### config.mk
export PLATFORM = sky130hd
export DESIGN_NAME = msa_serial_port
export DESIGN_NICKNAME = d
export VERILOG_FILES = /design/src/rtl/msa_pkg.sv /design/src/rtl/msa_mem_if.sv /design/src/rtl/msa_serial_port.sv /design/src/rtl/msa_sample_mem.sv
export SDC_FILE = /design/constraint.sdc
export NUM_CORES = 2
export LEC_CHECK = 0
export ABC_AREA = 0
export ABC_CLOCK_PERIOD_IN_PS = 6100
export BUFFER_PORTS_ARGS = -buffer_cell sky130_fd_sc_hd__buf_2
export CAP_MARGIN = 10
export CORE_MARGIN = 3
export CORE_UTILIZATION = 43
export DETAILED_ROUTE_END_ITERATION = 10
export HOLD_SLACK_MARGIN = 0.03
export SYNTH_ARGS = -nofsm -noshare
export SYNTH_HDL_FRONTEND = slang
export SYNTH_SLANG_ARGS = --single-unit
### constraint.sdc
create_clock -name clock_i -period 6.1 [get_ports clock_i]
set_input_delay 0.305 -clock clock_i [delete_from_list [all_inputs] [get_ports clock_i]]
set_output_delay 0.305 -clock clock_i [all_outputs]
set_load 0.03 [all_outputs]
### src/rtl/msa_pkg.sv
package msa_pkg;
    // ****************************************
    // sizes of the port
    // ****************************************
    localparam int MSA_CHANNELS = 16;
    localparam int MSA_LINES    = 8;
    localparam int MSA_WORD_W   = 24;
    localparam int MSA_CHAN_W   = 4;

    // ****************************************
    // slot and word lengths in bit clocks
    // ****************************************
    localparam logic [5:0] MSA_SLOT_LONG  = 6'h20;
    localparam logic [5:0] MSA_SLOT_SHORT = 6'h10;
    localparam logic [5:0] MSA_LEN_LONG   = 6'h18;
    localparam logic [5:0] MSA_LEN_SHORT  = 6'h10;
    localparam logic [5:0] MSA_I2S_DELAY  = 6'h01;

    // ****************************************
    // control field positions and reset values
    // ****************************************
    localparam int MSA_FMT_LSB    = 6;  // control zero [7:6]
    localparam int MSA_MODE_LSB   = 3;  // control zero [5:3]
    localparam int MSA_MS_BIT     = 0;  // control one: clock master
    localparam int MSA_EDGE_BIT   = 1;  // control one: falling edge
    localparam int MSA_RATE_BIT   = 2;  // control one: 16-bit slots
    localparam int MSA_POL_BIT    = 5;  // control one: frame inverted
    localparam int MSA_LRMODE_BIT = 6;  // control one: pulse frame
    localparam logic [7:0] MSA_CTRL0_RST = 8'h01;
    localparam logic [7:0] MSA_CTRL1_RST = 8'h00;

    // master bit clock half period in system clocks
    localparam int MSA_HALF_CYC = 6;

    typedef enum logic [1:0] {
        MSA_FMT_I2S  = 2'h0,
        MSA_FMT_LJ   = 2'h1,
        MSA_FMT_RJ24 = 2'h2,
        MSA_FMT_RJ16 = 2'h3
    } msa_fmt_type;

    typedef enum logic [2:0] {
        MSA_MODE_ST0   = 3'h0,
        MSA_MODE_ST1   = 3'h1,
        MSA_MODE_TDM4  = 3'h2,
        MSA_MODE_TDM8  = 3'h3,
        MSA_MODE_TDM16 = 3'h4
    } msa_mode_type;

    typedef enum logic {
        MSA_WR_IDLE = 1'b0,
        MSA_WR_BUSY = 1'b1
    } msa_wr_state_type;
endpackage

### src/rtl/msa_mem_if.sv
`timescale 1ns/1ps
// write and read path between the port and its sample store
interface msa_mem_if;
    logic                          wr_en;
    logic [msa_pkg::MSA_CHAN_W-1:0] wr_addr;
    logic [msa_pkg::MSA_WORD_W-1:0] wr_data;
    logic [msa_pkg::MSA_CHAN_W-1:0] rd_addr;
    logic [msa_pkg::MSA_WORD_W-1:0] rd_data;

    modport writer (output wr_en, wr_addr, wr_data, rd_addr,
                    input  rd_data);
    modport store  (input  wr_en, wr_addr, wr_data, rd_addr,
                    output rd_data);
endinterface

### src/rtl/msa_serial_port.sv
`timescale 1ns/1ps
// Functional notes
// - one shared bit clock and frame clock serve all sixteen channels
// - both clocks run synchronous to the audio sample rate
// - after reset framing is I2S, data one bit after frame edge
// - format field also selects left-justified or right-justified 24/16
// - three-bit mode field picks stereo or a multiplexed slot layout
// - control one bits invert bit-clock edge and frame polarity
// - master bit drives both clocks; clear means clocks are inputs
// - 16x1, 8x2, 4x4 or 2x8 slots per data line supported
// - frame clock is a one-bit pulse or a 50% square wave
// - every slot is 16 or 32 bit clocks long in every mode
// - stereo: line n carries channels 2n-1 and 2n
// - four slots: lines 1-4 carry channels in order, 5-8 ignored
// - eight slots: lines 1 and 2 carry 1-8 and 9-16
// - sixteen slots: line 1 alone carries all channels
// - frame pin is frame sync, bit pin bit clock; in or out
// - edge bit set captures data on the falling bit-clock edge
module msa_serial_port #(
    parameter int HALF_CYC = msa_pkg::MSA_HALF_CYC
) (
    input  wire logic        clock_i,
    input  wire logic        rst_b_i,
    input  wire logic        clk_en_i,
    input  wire logic [7:0]  dac_control_zero_i,
    input  wire logic [7:0]  dac_control_one_i,
    input  wire logic        dac_bit_clock_i,
    output logic             dac_bit_clock_o,
    output logic             dac_bit_clock_oe_b_o,
    input  wire logic        dac_frame_clock_i,
    output logic             dac_frame_clock_o,
    output logic             dac_frame_clock_oe_b_o,
    input  wire logic [7:0]  serial_data_in_i,
    input  wire logic [3:0]  rd_chan_i,
    output logic [23:0]      rd_data_o,
    output logic             sample_valid_o,
    output logic [3:0]       sample_chan_o,
    output logic [23:0]      sample_data_o,
    output logic             frame_lock_o
);
    localparam int LINES = msa_pkg::MSA_LINES;
    localparam int WW    = msa_pkg::MSA_WORD_W;

    // ****************************************
    // helpers
    // ****************************************
    function automatic logic [4:0] slots_of(input logic [2:0] m);
        case (m)
            msa_pkg::MSA_MODE_TDM4:  slots_of = 5'h04;
            msa_pkg::MSA_MODE_TDM8:  slots_of = 5'h08;
            msa_pkg::MSA_MODE_TDM16: slots_of = 5'h10;
            default:                 slots_of = 5'h02;
        endcase
    endfunction

    function automatic logic [3:0] lines_of(input logic [2:0] m);
        case (m)
            msa_pkg::MSA_MODE_TDM4:  lines_of = 4'h4;
            msa_pkg::MSA_MODE_TDM8:  lines_of = 4'h2;
            msa_pkg::MSA_MODE_TDM16: lines_of = 4'h1;
            default:                 lines_of = 4'h8;
        endcase
    endfunction

    function automatic logic [3:0] chan_of(input logic [2:0] ln,
                                           input logic [4:0] spl,
                                           input logic [3:0] sl);
        logic [7:0] p;
        p = {5'h00, ln} * {3'h0, spl} + {4'h0, sl};
        chan_of = p[3:0];
    endfunction

    // ****************************************
    // control capture
    // ****************************************
    logic [7:0]               ctrl0_r;
    logic [7:0]               ctrl1_r;
    msa_pkg::msa_fmt_type     fmt;
    logic [2:0]               mode;
    logic                     master;
    logic                     edge_fall;
    logic                     fpol;
    logic                     fpulse;
    logic [5:0]               slot_len;
    logic [4:0]               spl;
    logic [3:0]               nlines;
    logic [9:0]               frame_len;

    // reset constants put the port in I2S slave framing
    // default I2S framing
    always_ff @(posedge clock_i or negedge rst_b_i) begin
        if (!rst_b_i) begin
            ctrl0_r <= msa_pkg::MSA_CTRL0_RST;
            ctrl1_r <= msa_pkg::MSA_CTRL1_RST;
        end else if (clk_en_i) begin
            ctrl0_r <= dac_control_zero_i;
            ctrl1_r <= dac_control_one_i;
        end
    end

    // field decode
    // mode field decode
    assign fmt       = msa_pkg::msa_fmt_type'(ctrl0_r[msa_pkg::MSA_FMT_LSB +: 2]);
    assign mode      = ctrl0_r[msa_pkg::MSA_MODE_LSB +: 3];
    assign master    = ctrl1_r[msa_pkg::MSA_MS_BIT];
    assign edge_fall = ctrl1_r[msa_pkg::MSA_EDGE_BIT];
    assign fpol      = ctrl1_r[msa_pkg::MSA_POL_BIT];
    assign fpulse    = ctrl1_r[msa_pkg::MSA_LRMODE_BIT];
    assign slot_len  = ctrl1_r[msa_pkg::MSA_RATE_BIT] ?
                       msa_pkg::MSA_SLOT_SHORT : msa_pkg::MSA_SLOT_LONG;
    assign spl       = slots_of(mode);
    assign nlines    = lines_of(mode);
    assign frame_len = {5'h00, spl} * {4'h0, slot_len};

    // ****************************************
    // pin synchronisers
    // ****************************************
    logic       bclk_s1_r;
    logic       bclk_s2_r;
    logic       fr_s1_r;
    logic       fr_s2_r;
    logic [7:0] dat_s1_r;
    logic [7:0] dat_s2_r;

    // data shares the clocks' latency so edges and bits stay aligned
    always_ff @(posedge clock_i or negedge rst_b_i) begin
        if (!rst_b_i) begin
            bclk_s1_r <= 1'b0;
            bclk_s2_r <= 1'b0;
            fr_s1_r   <= 1'b0;
            fr_s2_r   <= 1'b0;
            dat_s1_r  <= 8'h00;
            dat_s2_r  <= 8'h00;
        end else if (clk_en_i) begin
            bclk_s1_r <= dac_bit_clock_i;
            bclk_s2_r <= bclk_s1_r;
            fr_s1_r   <= dac_frame_clock_i;
            fr_s2_r   <= fr_s1_r;
            dat_s1_r  <= serial_data_in_i;
            dat_s2_r  <= dat_s1_r;
        end
    end

    // ****************************************
    // master clock generator
    // ****************************************
    logic [7:0] div_r;
    logic       gen_bclk_r;
    logic [9:0] gen_bit_r;
    logic       frame_out_r;

    // data advances on the edge opposite the capture edge
    // master clock drive
    always_ff @(posedge clock_i or negedge rst_b_i) begin
        if (!rst_b_i) begin
            div_r      <= 8'h00;
            gen_bclk_r <= 1'b0;
            gen_bit_r  <= 10'h000;
        end else if (clk_en_i) begin
            if (!master) begin
                div_r      <= 8'h00;
                gen_bclk_r <= 1'b0;
                gen_bit_r  <= 10'h000;
            end else if (div_r == 8'(HALF_CYC - 1)) begin
                div_r      <= 8'h00;
                gen_bclk_r <= ~gen_bclk_r;
                if (~gen_bclk_r == edge_fall) begin
                    gen_bit_r <= (gen_bit_r >= frame_len - 10'h001) ?
                                 10'h000 : gen_bit_r + 10'h001;
                end
            end else begin
                div_r <= div_r + 8'h01;
            end
        end
    end

    // frame shape: one bit wide, or high for the first half
    // frame shape
    always_ff @(posedge clock_i or negedge rst_b_i) begin
        if (!rst_b_i) begin
            frame_out_r <= 1'b0;
        end else if (clk_en_i) begin
            frame_out_r <= (fpulse ? (gen_bit_r == 10'h000)
                                   : (gen_bit_r < (frame_len >> 1))) ^ fpol;
        end
    end

    // both pins turn round together
    // pin direction
    assign dac_bit_clock_o        = gen_bclk_r;
    assign dac_frame_clock_o      = frame_out_r;
    assign dac_bit_clock_oe_b_o   = ~master;
    assign dac_frame_clock_oe_b_o = ~master;

    // ****************************************
    // receiver timing
    // ****************************************
    logic       bck;
    logic       frm_lvl;
    logic       bck_prev_r;
    logic       frm_prev_r;
    logic       act;
    logic       fstart;
    logic       locked_r;
    logic [5:0] bit_cnt_r;
    logic [3:0] slot_r;
    logic [5:0] cur_bit;
    logic [3:0] cur_slot;
    logic [5:0] start_pos;
    logic [5:0] wlen;
    logic       in_win;
    logic       slot_end;

    // one bit clock and one frame clock for every line
    // shared clock pair
    assign bck     = master ? gen_bclk_r : bclk_s2_r;
    assign frm_lvl = (master ? frame_out_r : fr_s2_r) ^ fpol;
    assign act     = (bck != bck_prev_r) && (bck != edge_fall);
    assign fstart  = act && frm_lvl && !frm_prev_r;
    assign cur_bit  = fstart ? 6'h00 : bit_cnt_r;
    assign cur_slot = fstart ? 4'h0 : slot_r;

    // where the word sits inside its slot
    // justification
    always_comb begin
        wlen = (fmt == msa_pkg::MSA_FMT_RJ16) ?
               msa_pkg::MSA_LEN_SHORT : msa_pkg::MSA_LEN_LONG;
        case (fmt)
            msa_pkg::MSA_FMT_I2S:  start_pos = msa_pkg::MSA_I2S_DELAY;
            msa_pkg::MSA_FMT_LJ:   start_pos = 6'h00;
            msa_pkg::MSA_FMT_RJ24: start_pos = (slot_len > wlen) ?
                                               slot_len - wlen : 6'h00;
            default:               start_pos = slot_len - wlen;
        endcase
    end

    assign in_win   = (cur_bit >= start_pos) && (cur_bit < start_pos + wlen);
    assign slot_end = act && (cur_bit == slot_len - 6'h01)
                      && (locked_r || fstart);

    // counters realign on each frame start
    // frame realignment
    always_ff @(posedge clock_i or negedge rst_b_i) begin
        if (!rst_b_i) begin
            bck_prev_r <= 1'b0;
            frm_prev_r <= 1'b0;
            locked_r   <= 1'b0;
            bit_cnt_r  <= 6'h00;
            slot_r     <= 4'h0;
        end else if (clk_en_i) begin
            bck_prev_r <= bck;
            if (act) begin
                frm_prev_r <= frm_lvl;
                if (fstart) begin
                    locked_r <= 1'b1;
                end
                if (slot_end) begin
                    bit_cnt_r <= 6'h00;
                    slot_r    <= (cur_slot == 4'(spl - 5'h01)) ?
                                 4'h0 : cur_slot + 4'h1;
                end else begin
                    bit_cnt_r <= cur_bit + 6'h01;
                    slot_r    <= cur_slot;
                end
            end
        end
    end

    // ****************************************
    // shift registers and store walker
    // ****************************************
    logic [WW-1:0] sh_r   [LINES];
    logic [WW-1:0] sh_nxt [LINES];
    logic [WW-1:0] hold_r [LINES];
    logic [3:0]    hold_slot_r;
    logic [2:0]    line_r;
    logic [3:0]    chan;
    msa_pkg::msa_wr_state_type wr_state_r;

    // slot start clears, bits in the window shift in msb first
    always_comb begin
        for (int l = 0; l < LINES; l++) begin
            sh_nxt[l] = (cur_bit == 6'h00) ? '0 : sh_r[l];
            if (in_win) begin
                sh_nxt[l] = {sh_nxt[l][WW-2:0], dat_s2_r[l]};
            end
        end
    end

    always_ff @(posedge clock_i or negedge rst_b_i) begin
        if (!rst_b_i) begin
            for (int l = 0; l < LINES; l++) begin
                sh_r[l]   <= '0;
                hold_r[l] <= '0;
            end
            hold_slot_r <= 4'h0;
        end else if (clk_en_i && act) begin
            for (int l = 0; l < LINES; l++) begin
                sh_r[l] <= sh_nxt[l];
                if (slot_end) begin
                    hold_r[l] <= (fmt == msa_pkg::MSA_FMT_RJ16) ?
                                 {sh_nxt[l][15:0], 8'h00} : sh_nxt[l];
                end
            end
            if (slot_end) begin
                hold_slot_r <= cur_slot;
            end
        end
    end

    // one store write per active line; a new slot restarts the walk
    // line mapping for every mode
    always_ff @(posedge clock_i or negedge rst_b_i) begin
        if (!rst_b_i) begin
            wr_state_r <= msa_pkg::MSA_WR_IDLE;
            line_r     <= 3'h0;
        end else if (clk_en_i) begin
            case (wr_state_r)
                msa_pkg::MSA_WR_IDLE: begin
                    if (slot_end) begin
                        wr_state_r <= msa_pkg::MSA_WR_BUSY;
                        line_r     <= 3'h0;
                    end
                end
                msa_pkg::MSA_WR_BUSY: begin
                    if (slot_end) begin
                        line_r <= 3'h0;
                    end else if ({1'b0, line_r} == nlines - 4'h1) begin
                        wr_state_r <= msa_pkg::MSA_WR_IDLE;
                    end else begin
                        line_r <= line_r + 3'h1;
                    end
                end
                default: wr_state_r <= msa_pkg::MSA_WR_IDLE;
            endcase
        end
    end

    assign chan = chan_of(line_r, spl, hold_slot_r);

    // sample strobe mirrors each store write
    always_ff @(posedge clock_i or negedge rst_b_i) begin
        if (!rst_b_i) begin
            sample_valid_o <= 1'b0;
            sample_chan_o  <= 4'h0;
            sample_data_o  <= 24'h000000;
        end else if (clk_en_i) begin
            sample_valid_o <= (wr_state_r == msa_pkg::MSA_WR_BUSY);
            sample_chan_o  <= chan;
            sample_data_o  <= hold_r[line_r];
        end
    end

    msa_mem_if mif ();

    assign mif.wr_en   = (wr_state_r == msa_pkg::MSA_WR_BUSY);
    assign mif.wr_addr = chan;
    assign mif.wr_data = hold_r[line_r];
    assign mif.rd_addr = rd_chan_i;
    assign rd_data_o   = mif.rd_data;
    assign frame_lock_o = locked_r;

    msa_sample_mem u_mem (
        .clock_i  (clock_i),
        .rst_b_i  (rst_b_i),
        .clk_en_i (clk_en_i),
        .mem      (mif)
    );
endmodule

### src/rtl/msa_sample_mem.sv
`timescale 1ns/1ps
// latest sample of every channel, read data registered
module msa_sample_mem (
    input  wire logic clock_i,
    input  wire logic rst_b_i,
    input  wire logic clk_en_i,
    msa_mem_if.store  mem
);
    logic [msa_pkg::MSA_WORD_W-1:0] store_r [msa_pkg::MSA_CHANNELS];
    logic [msa_pkg::MSA_WORD_W-1:0] rd_data_r;

    // array has no reset: contents are audio, not control
    always_ff @(posedge clock_i) begin
        if (clk_en_i && mem.wr_en) begin
            store_r[mem.wr_addr] <= mem.wr_data;
        end
    end

    // registered read port
    always_ff @(posedge clock_i or negedge rst_b_i) begin
        if (!rst_b_i) begin
            rd_data_r <= '0;
        end else if (clk_en_i) begin
            rd_data_r <= store_r[mem.rd_addr];
        end
    end

    assign mem.rd_data = rd_data_r;
endmodule

### After elaboration in Yosys (flattened, before gate mapping)

Memory sizes are Yosys's and may differ from the RTL's. A register that Yosys moved wholly into a read port is not among the register bits.
Index checks and enable logic that the tools add are counted.

* input port bits: 33
* latch bits: 0
* memories: 1
* flip-flop bits (word level): 489
* output and inout bits: 58
* bits in writable memories: 384
* memory bits (read-only): 0

* multiplexer cells: 59
* $lt $le $gt $ge: 6
* multipliers: 2
* add/sub/neg operators: 12
* shift operators: 0
* divide/modulo/power cells: 0
* bitwise logic cells: 6
* equal/unequal tests: 17
* reduce and logical (&&, ||, !) cells: 20

Memory list
* u_mem.store_r: words 16, width 24, rd ports 1, clocked after memory_dff 1, write ports 1, line msa_sample_mem.sv:9 `logic [msa_pkg::MSA_WORD_W-1:0] store_r [msa_pkg::MSA_CHANNELS];`

Operators with widths (number)
* $mux W24: 26
* $bmux W24 S3: 1
* $mux W10: 4
* $mux W6: 4
* $pmux W6 S3: 1
* $mux W4: 4
* $mux W8: 2
* $pmux W5 S3: 1
* $pmux W4 S3: 1
* $add A10 B1 Y10 const B: 1
* $ge A10 B10 Y1: 1
* $logic_not A10 Y1: 1
* $lt A10 B9 Y1: 1
* $mul A5 B6 Y10: 1
* $mux W1: 10
* $sub A10 B1 Y10 const B: 1
* $mux W3: 3
* $reduce_and A3 Y1: 3
* $add A8 B1 Y8 const B: 1
* $eq A8 B3 Y1 const B: 1
* $logic_and A1 B1 Y1: 8
* $sub A4 B1 Y4 const B: 2
* $add A6 B1 Y6 const B: 1
* $add A6 B5 Y6: 1
* 32 further kinds: 42

### Longest topological paths before layout

* word-level depth: 11
* gate-level depth with buffers: 21

### Hierarchy

A second synthesis with hierarchy kept.

* cell total of the unflattened synthesis: 2686
* area, all modules: 39635.5 sq um

Modules (own cells, without submodules)
* msa_serial_port: times used 1, cells each 2020, area each 23976.7 sq um
* msa_sample_mem: times used 1, cells each 666, area each 15658.8 sq um

### Least setup slack after synthesis

No wires, ideal clock.

* kind: register to register
* from: register ctrl0_r[3]
* to: memory u_mem.store_r[6][0] (netlist bit), enable pin
* cell stages (with the launch flop): 18
* slack: 1136 ps
* arrival: 4559 ps
* setup time: 405 ps
* data required time: 5695 ps
* path through: dfrtp_1 clkbuf_1 nor3b_1 nand2b_1 inv_1 ha_1 clkbuf_1 nor2_1 and2_1 ha_1 ha_1 ha_1 xor2_1 xnor2_1 xnor2_1 xnor2_1 or2_2 nor2_1

* longest elaborated chain between the ends: 4
* elaborated cells on any way between the ends: 6

RTL lines
* start, declared: line msa_serial_port.sv:76 `logic [7:0] ctrl0_r;`
* start signal, assigned: line msa_serial_port.sv:93 `ctrl0_r <= msa_pkg::MSA_CTRL0_RST;`
* start signal, assigned: line msa_serial_port.sv:96 `ctrl0_r <= dac_control_zero_i;`
* $eq A3 B3 Y1 or $eq A3 B2 Y1 (tied branches): line msa_serial_port.sv:48 `case (m)`
* $pmux W5 S3 (*): line msa_serial_port.sv:48
* $mul A3 B5 Y4 (*): line msa_serial_port.sv:69 `p = {5'h00, ln} * {3'h0, spl} + {4'h0, sl};`
* $add A4 B4 Y4 (*): line msa_serial_port.sv:69
* end, declared: line msa_sample_mem.sv:9

Every way passes the cells marked *; elsewhere a longest branch is shown, timed or not.

### Final worst setup path

* from: register ctrl1_r[0]
* to: register hold_r[56] (netlist bit)

* longest elaborated chain between the ends: 10
* elaborated cells on any way between the ends: 22

RTL lines
* start, declared: line msa_serial_port.sv:77 `logic [7:0] ctrl1_r;`
* start signal, assigned: line msa_serial_port.sv:94 `ctrl1_r <= msa_pkg::MSA_CTRL1_RST;`
* start signal, assigned: line msa_serial_port.sv:97 `ctrl1_r <= dac_control_one_i;`
* $mux W1: line msa_serial_port.sv:216 `assign bck = master ? gen_bclk_r : bclk_s2_r;`
* $ne A1 B1 Y1: line msa_serial_port.sv:218 `assign act = (bck != bck_prev_r) && (bck != edge_fall);`
* $logic_and A1 B1 Y1: line msa_serial_port.sv:218
* $logic_and A1 B1 Y1 (2 in series): line msa_serial_port.sv:219 `assign fstart = act && frm_lvl && !frm_prev_r;`
* $mux W6: line msa_serial_port.sv:220 `assign cur_bit = fstart ? 6'h00 : bit_cnt_r;`
* $ge A6 B6 Y1 (tied with other cells): line msa_serial_port.sv:237 `assign in_win = (cur_bit >= start_pos) && (cur_bit < start_pos + wlen);`
* $logic_and A1 B1 Y1 (tied with other cells): line msa_serial_port.sv:237
* $mux W24 or $logic_and A1 B1 Y1 (tied branches): line msa_serial_port.sv:284, msa_serial_port.sv:239
* $mux W24 or $reduce_and A2 Y1 (tied branches)
* end signal, assigned by index: line msa_serial_port.sv:301 `hold_r[l] <= (fmt == msa_pkg::MSA_FMT_RJ16) ?`
* end, declared: line msa_serial_port.sv:274 `logic [WW-1:0] hold_r [LINES];`

Parallel ways exist; a longest one is shown, timed or not.
A chain may end at the register's enable or synchronous reset.

==> results.toml <==
[pwr]
ir_worst_vdd_mv = 0.426
clkPwrFrac = 0.405
p_leak_nw = 17.6
power_frac_comb = 0.123
intPower_w = 0.0105
power.density_nw_per_um2 = 322
p_sw_w = 0.00368
pwr-share-seq = 0.471
switching_share = 0.260

[routing]
drt-initial-drc-count = 1808
drt-total-wl_um = 92200
vias_per_cell = 5.71
dr_total_vias = 22900
dr.pass1.iters = 5
drc = 0
wl_per_cell_um = 23.0
ant_nets = 0

[logic_synthesis]
syn_area_um2 = 39100
synthFlopType = "dfrtp_1"
synth_seq_cells = 892
syn_area_per_cell_um2 = 14.4
synth.net_count = 2784
netlist-cell-type-count = 54
synthCells = 2714
async_flop_share = 0.570
synth_edf_count = 384
yosys_warnings = 0
seq_area_frac_synth = 0.620

[sta]
finalMaxSlewViolations = 0
finalHoldViolCount = 0
layout_worst_path_cycle_share = 0.844
max_freq_ghz = 0.194
layout_min_cycle_time_ns = 5.15
relSlewSlack = 0.123
totalNegativeSetupSlack_ns = 0
worst_pin_slew_ns = 1.32
rsz0062_at_grt = "false"
skew_ns = 0.0223
setup-violations-final = 0

[clock_tree]
cts.path.max_buffers = 3
clk_latency_ns = 0.65
clk_pin_slew_ns = 0.06
postCtsResizedCells = 0
cts_tree = "built"
ctsHtreeMaxLevel = 3
cts-root-buf = "clkbuf_16"
clock-sinks = 892
cts_setup_buffers = 0
cts_buffers = 95

[die]
die_h_um = 308
start_util = 0.438
ios = 91
fp-row-count = 109
fp.dieW_um = 308
die_area_um2 = 94600
core-area_um2 = 89300

[layout]
finalNonFillerCells = 4013
layout.nets = 2835
design_area_um2 = 44100
drive_gt1_frac = 0.233
n_fill_cell = 7583
syn2layout_area_growth_pct = 12.7

[critical_path]
criticalPathCategory = "reg2reg"
path_max_fanout = 176
endpoint_kind = "flip-flop"
reg2reg_depth = 13
rrSetupSlack_ns = 0.95
critPathArrivalTime_ns = 5.68
required_ns = 6.63
cp-start-kind = "flip-flop"

[placed_design]
numPortBuffers = 84
gp_congestion = 0.804
hpwl_um = 55600
dpl_cell_area_um2 = 40700
post-place-cells = 3812

[run_status]
outcome = "completed"

[grt]
grt_remaining_overflow = 0
grt_max_degree = 187
grt_pass1_vias = 23600
antenna_found_initial = 2
grt_pass1_wl_um = 144000
grt_usage = 0.197

[worst_hold_path]
whs_path_depth = 3
hold_path_class = "in2reg"

[run]
drv_cap = 0
==> cell type report <==
cell class              instances  area, um^2  area share
flip-flops and latches        892       24200       0.550
multi-input cells            1603       14000       0.318
clock buffers                 138        2730      0.0620
well taps                    1165        1460      0.0331
repair buffers                150        1090      0.0247
clock inverters                38         417     0.00946
inverters                      23        91.3     0.00207
diodes                          4        10.0    0.000227
==> Yosys cell counts, drive strengths merged (3+ instances only) <==
library cell | number | area (um^2)
nor2 | 51 | 191
nand2 | 325 | 1220
or2 | 4 | 25.0
nor3 | 15 | 75.1
and2 | 9 | 56.3
a21oi | 47 | 235
nand3 | 20 | 100
buf | 89 | 437
nor2b | 8 | 50.1
inv | 22 | 82.6
o211ai | 3 | 22.5
a21o | 15 | 113
o31ai | 8 | 60.1
dfrtp | 508 | 12700
nand2b | 14 | 87.6
clkbuf | 107 | 402
xnor2 | 14 | 123
o21ai | 233 | 1170
nand4 | 6 | 37.5
mux4 | 168 | 3780
mux2 | 194 | 2180
ha | 37 | 463
nor3b | 5 | 37.5
a211oi | 9 | 67.6
and3 | 7 | 43.8
o21a | 3 | 22.5
a22o | 194 | 1700
xor2 | 7 | 61.3
mux2i | 166 | 1660
edfxtp | 384 | 11500
a211o | 10 | 87.6
nand3b | 9 | 67.6
==> through the flow <==
step / power [W] / util / setup slack, ns / hold slack (ns)
5_1_grt: 0.0148 / 0.493 / 0.776 / 0.180
3_5_place_dp: 0.00855 / 0.455 / 1.17 / 0.337
2_1_floorplan: 0.00805 / - / 1.14 / 0.00941
4_1_cts: 0.0143 / 0.493 / 1.14 / 0.119
6_report: 0.0142 / 0.493 / 0.953 / 0.159
3_3_place_gp: 0.00851 / 0.455 / 1.22 / 0.329
==> critical path, stage by stage, from the launching register on <==
cell      delay, ns
dfrtp_1        0.51
mux2i_1        0.29
mux2i_1        0.70
or2_1          0.44
and2_1         0.24
ha_1           0.27
nor2b_1        0.14
o211ai_1       0.16
o211ai_1       0.15
a221oi_4       0.35
buf_12         0.47
mux2i_1        0.44
nor3_1         0.08
a211o_1        0.25
==> cells in the final DEF, fill, tap and decap left out, types with 9 or more instances in the layout <==
| cell | Yosys | layout |
|---|---|---|
| nand2_1 | 325 | 323 |
| nand3b_1 | 9 | 9 |
| nand3_1 | 20 | 19 |
| dlygate4sd3_1 | 0 | 21 |
| a21o_1 | 15 | 15 |
| mux2_2 | 194 | 194 |
| o21ai_1 | 17 | 16 |
| ha_1 | 37 | 37 |
| buf_2 | 61 | 80 |
| clkbuf_1 | 107 | 25 |
| nor2_2 | 0 | 16 |
| clkinv_2 | 0 | 16 |
| xnor2_1 | 14 | 14 |
| mux2i_1 | 166 | 166 |
| a22o_1 | 194 | 194 |
| clkbuf_8 | 0 | 17 |
| nor3_1 | 15 | 15 |
| buf_4 | 7 | 39 |
| o21ai_0 | 216 | 216 |
| a211o_1 | 10 | 10 |
| nand2b_1 | 14 | 14 |
| a21oi_1 | 47 | 47 |
| dfrtp_1 | 508 | 506 |
| edfxtp_1 | 384 | 384 |
| a211oi_1 | 9 | 9 |
| nor2_1 | 51 | 35 |
| inv_1 | 22 | 22 |
| mux4_2 | 168 | 168 |
| clkbuf_16 | 0 | 96 |
==> what timing repair did <==
action | in CTS | in global routing
hold buffers | 21 | 0
setup endpoints to repair | 0 | 0
hold endpoints to repair | 92 | 0
==> path summary, 6_finish.rpt <==
kind                              from                    end
max                         ctrl1_r[0]             hold_r[56]
min                           clk_en_i             ctrl1_r[0]
max reg2reg                 ctrl1_r[0]             hold_r[56]
min reg2reg                hold_r[144]            hold_r[144]
max in group asynchronous      rst_b_i              sh_r[140]
min in group asynchronous      rst_b_i  u_mem.mem.rd_data[10]
==> power by group through the flow <==
stage	registers, W	clock network (W)	logic [W]
after floorplan	0.00675	0	0.00131
after global placement	0.00679	0	0.00172
after detailed placement	0.00680	0	0.00175
after CTS	0.00668	0.00589	0.00177
after global routing	0.00672	0.00615	0.00190
final	0.00668	0.00574	0.00175
==> registers in the layout (all words and copies together), names as in the netlist, 3 cells and up <==
| register | cells |
|---|---|
| u_mem.store_r | 384 |
| hold_r | 192 |
| sh_r | 192 |
| sample_data_o | 24 |
| u_mem.mem.rd_data | 24 |
| gen_bit_r | 10 |
| dat_s1_r | 8 |
| dat_s2_r | 8 |
| div_r | 8 |
| bit_cnt_r | 6 |
| ctrl0_r | 5 |
| ctrl1_r | 5 |
| hold_slot_r | 4 |
| sample_chan_o | 4 |
| slot_r | 4 |
| line_r | 3 |
==> layer usage <==
metal | vias up | global-route usage | routed length [um] | part of all wire
met5 | - | 0 | 0 | 0
met4 | 0 | 0.0514 | 1880 | 0.020
met3 | 126 | 0.0284 | 4430 | 0.048
met2 | 502 | 0.323 | 44400 | 0.48
met1 | 11900 | 0.278 | 41500 | 0.45
li1 | 10400 | - | - | -
==> logic make-up (layout without fill, tap and decap cells) <==
group	Yosys count	count (layout)	synth area share
adders and majority gates	37	37	0.0118
muxes	528	528	0.195
other	0	4	0
and+or+nand+nor	484	484	0.0532
AOI/OAI and AO/OA	533	533	0.0916
xor gates and xnor gates	21	21	0.00470
buffers and inverters	219	349	0.0236
DFF	892	892	0.620
Power figures use the tool's default switching activity.
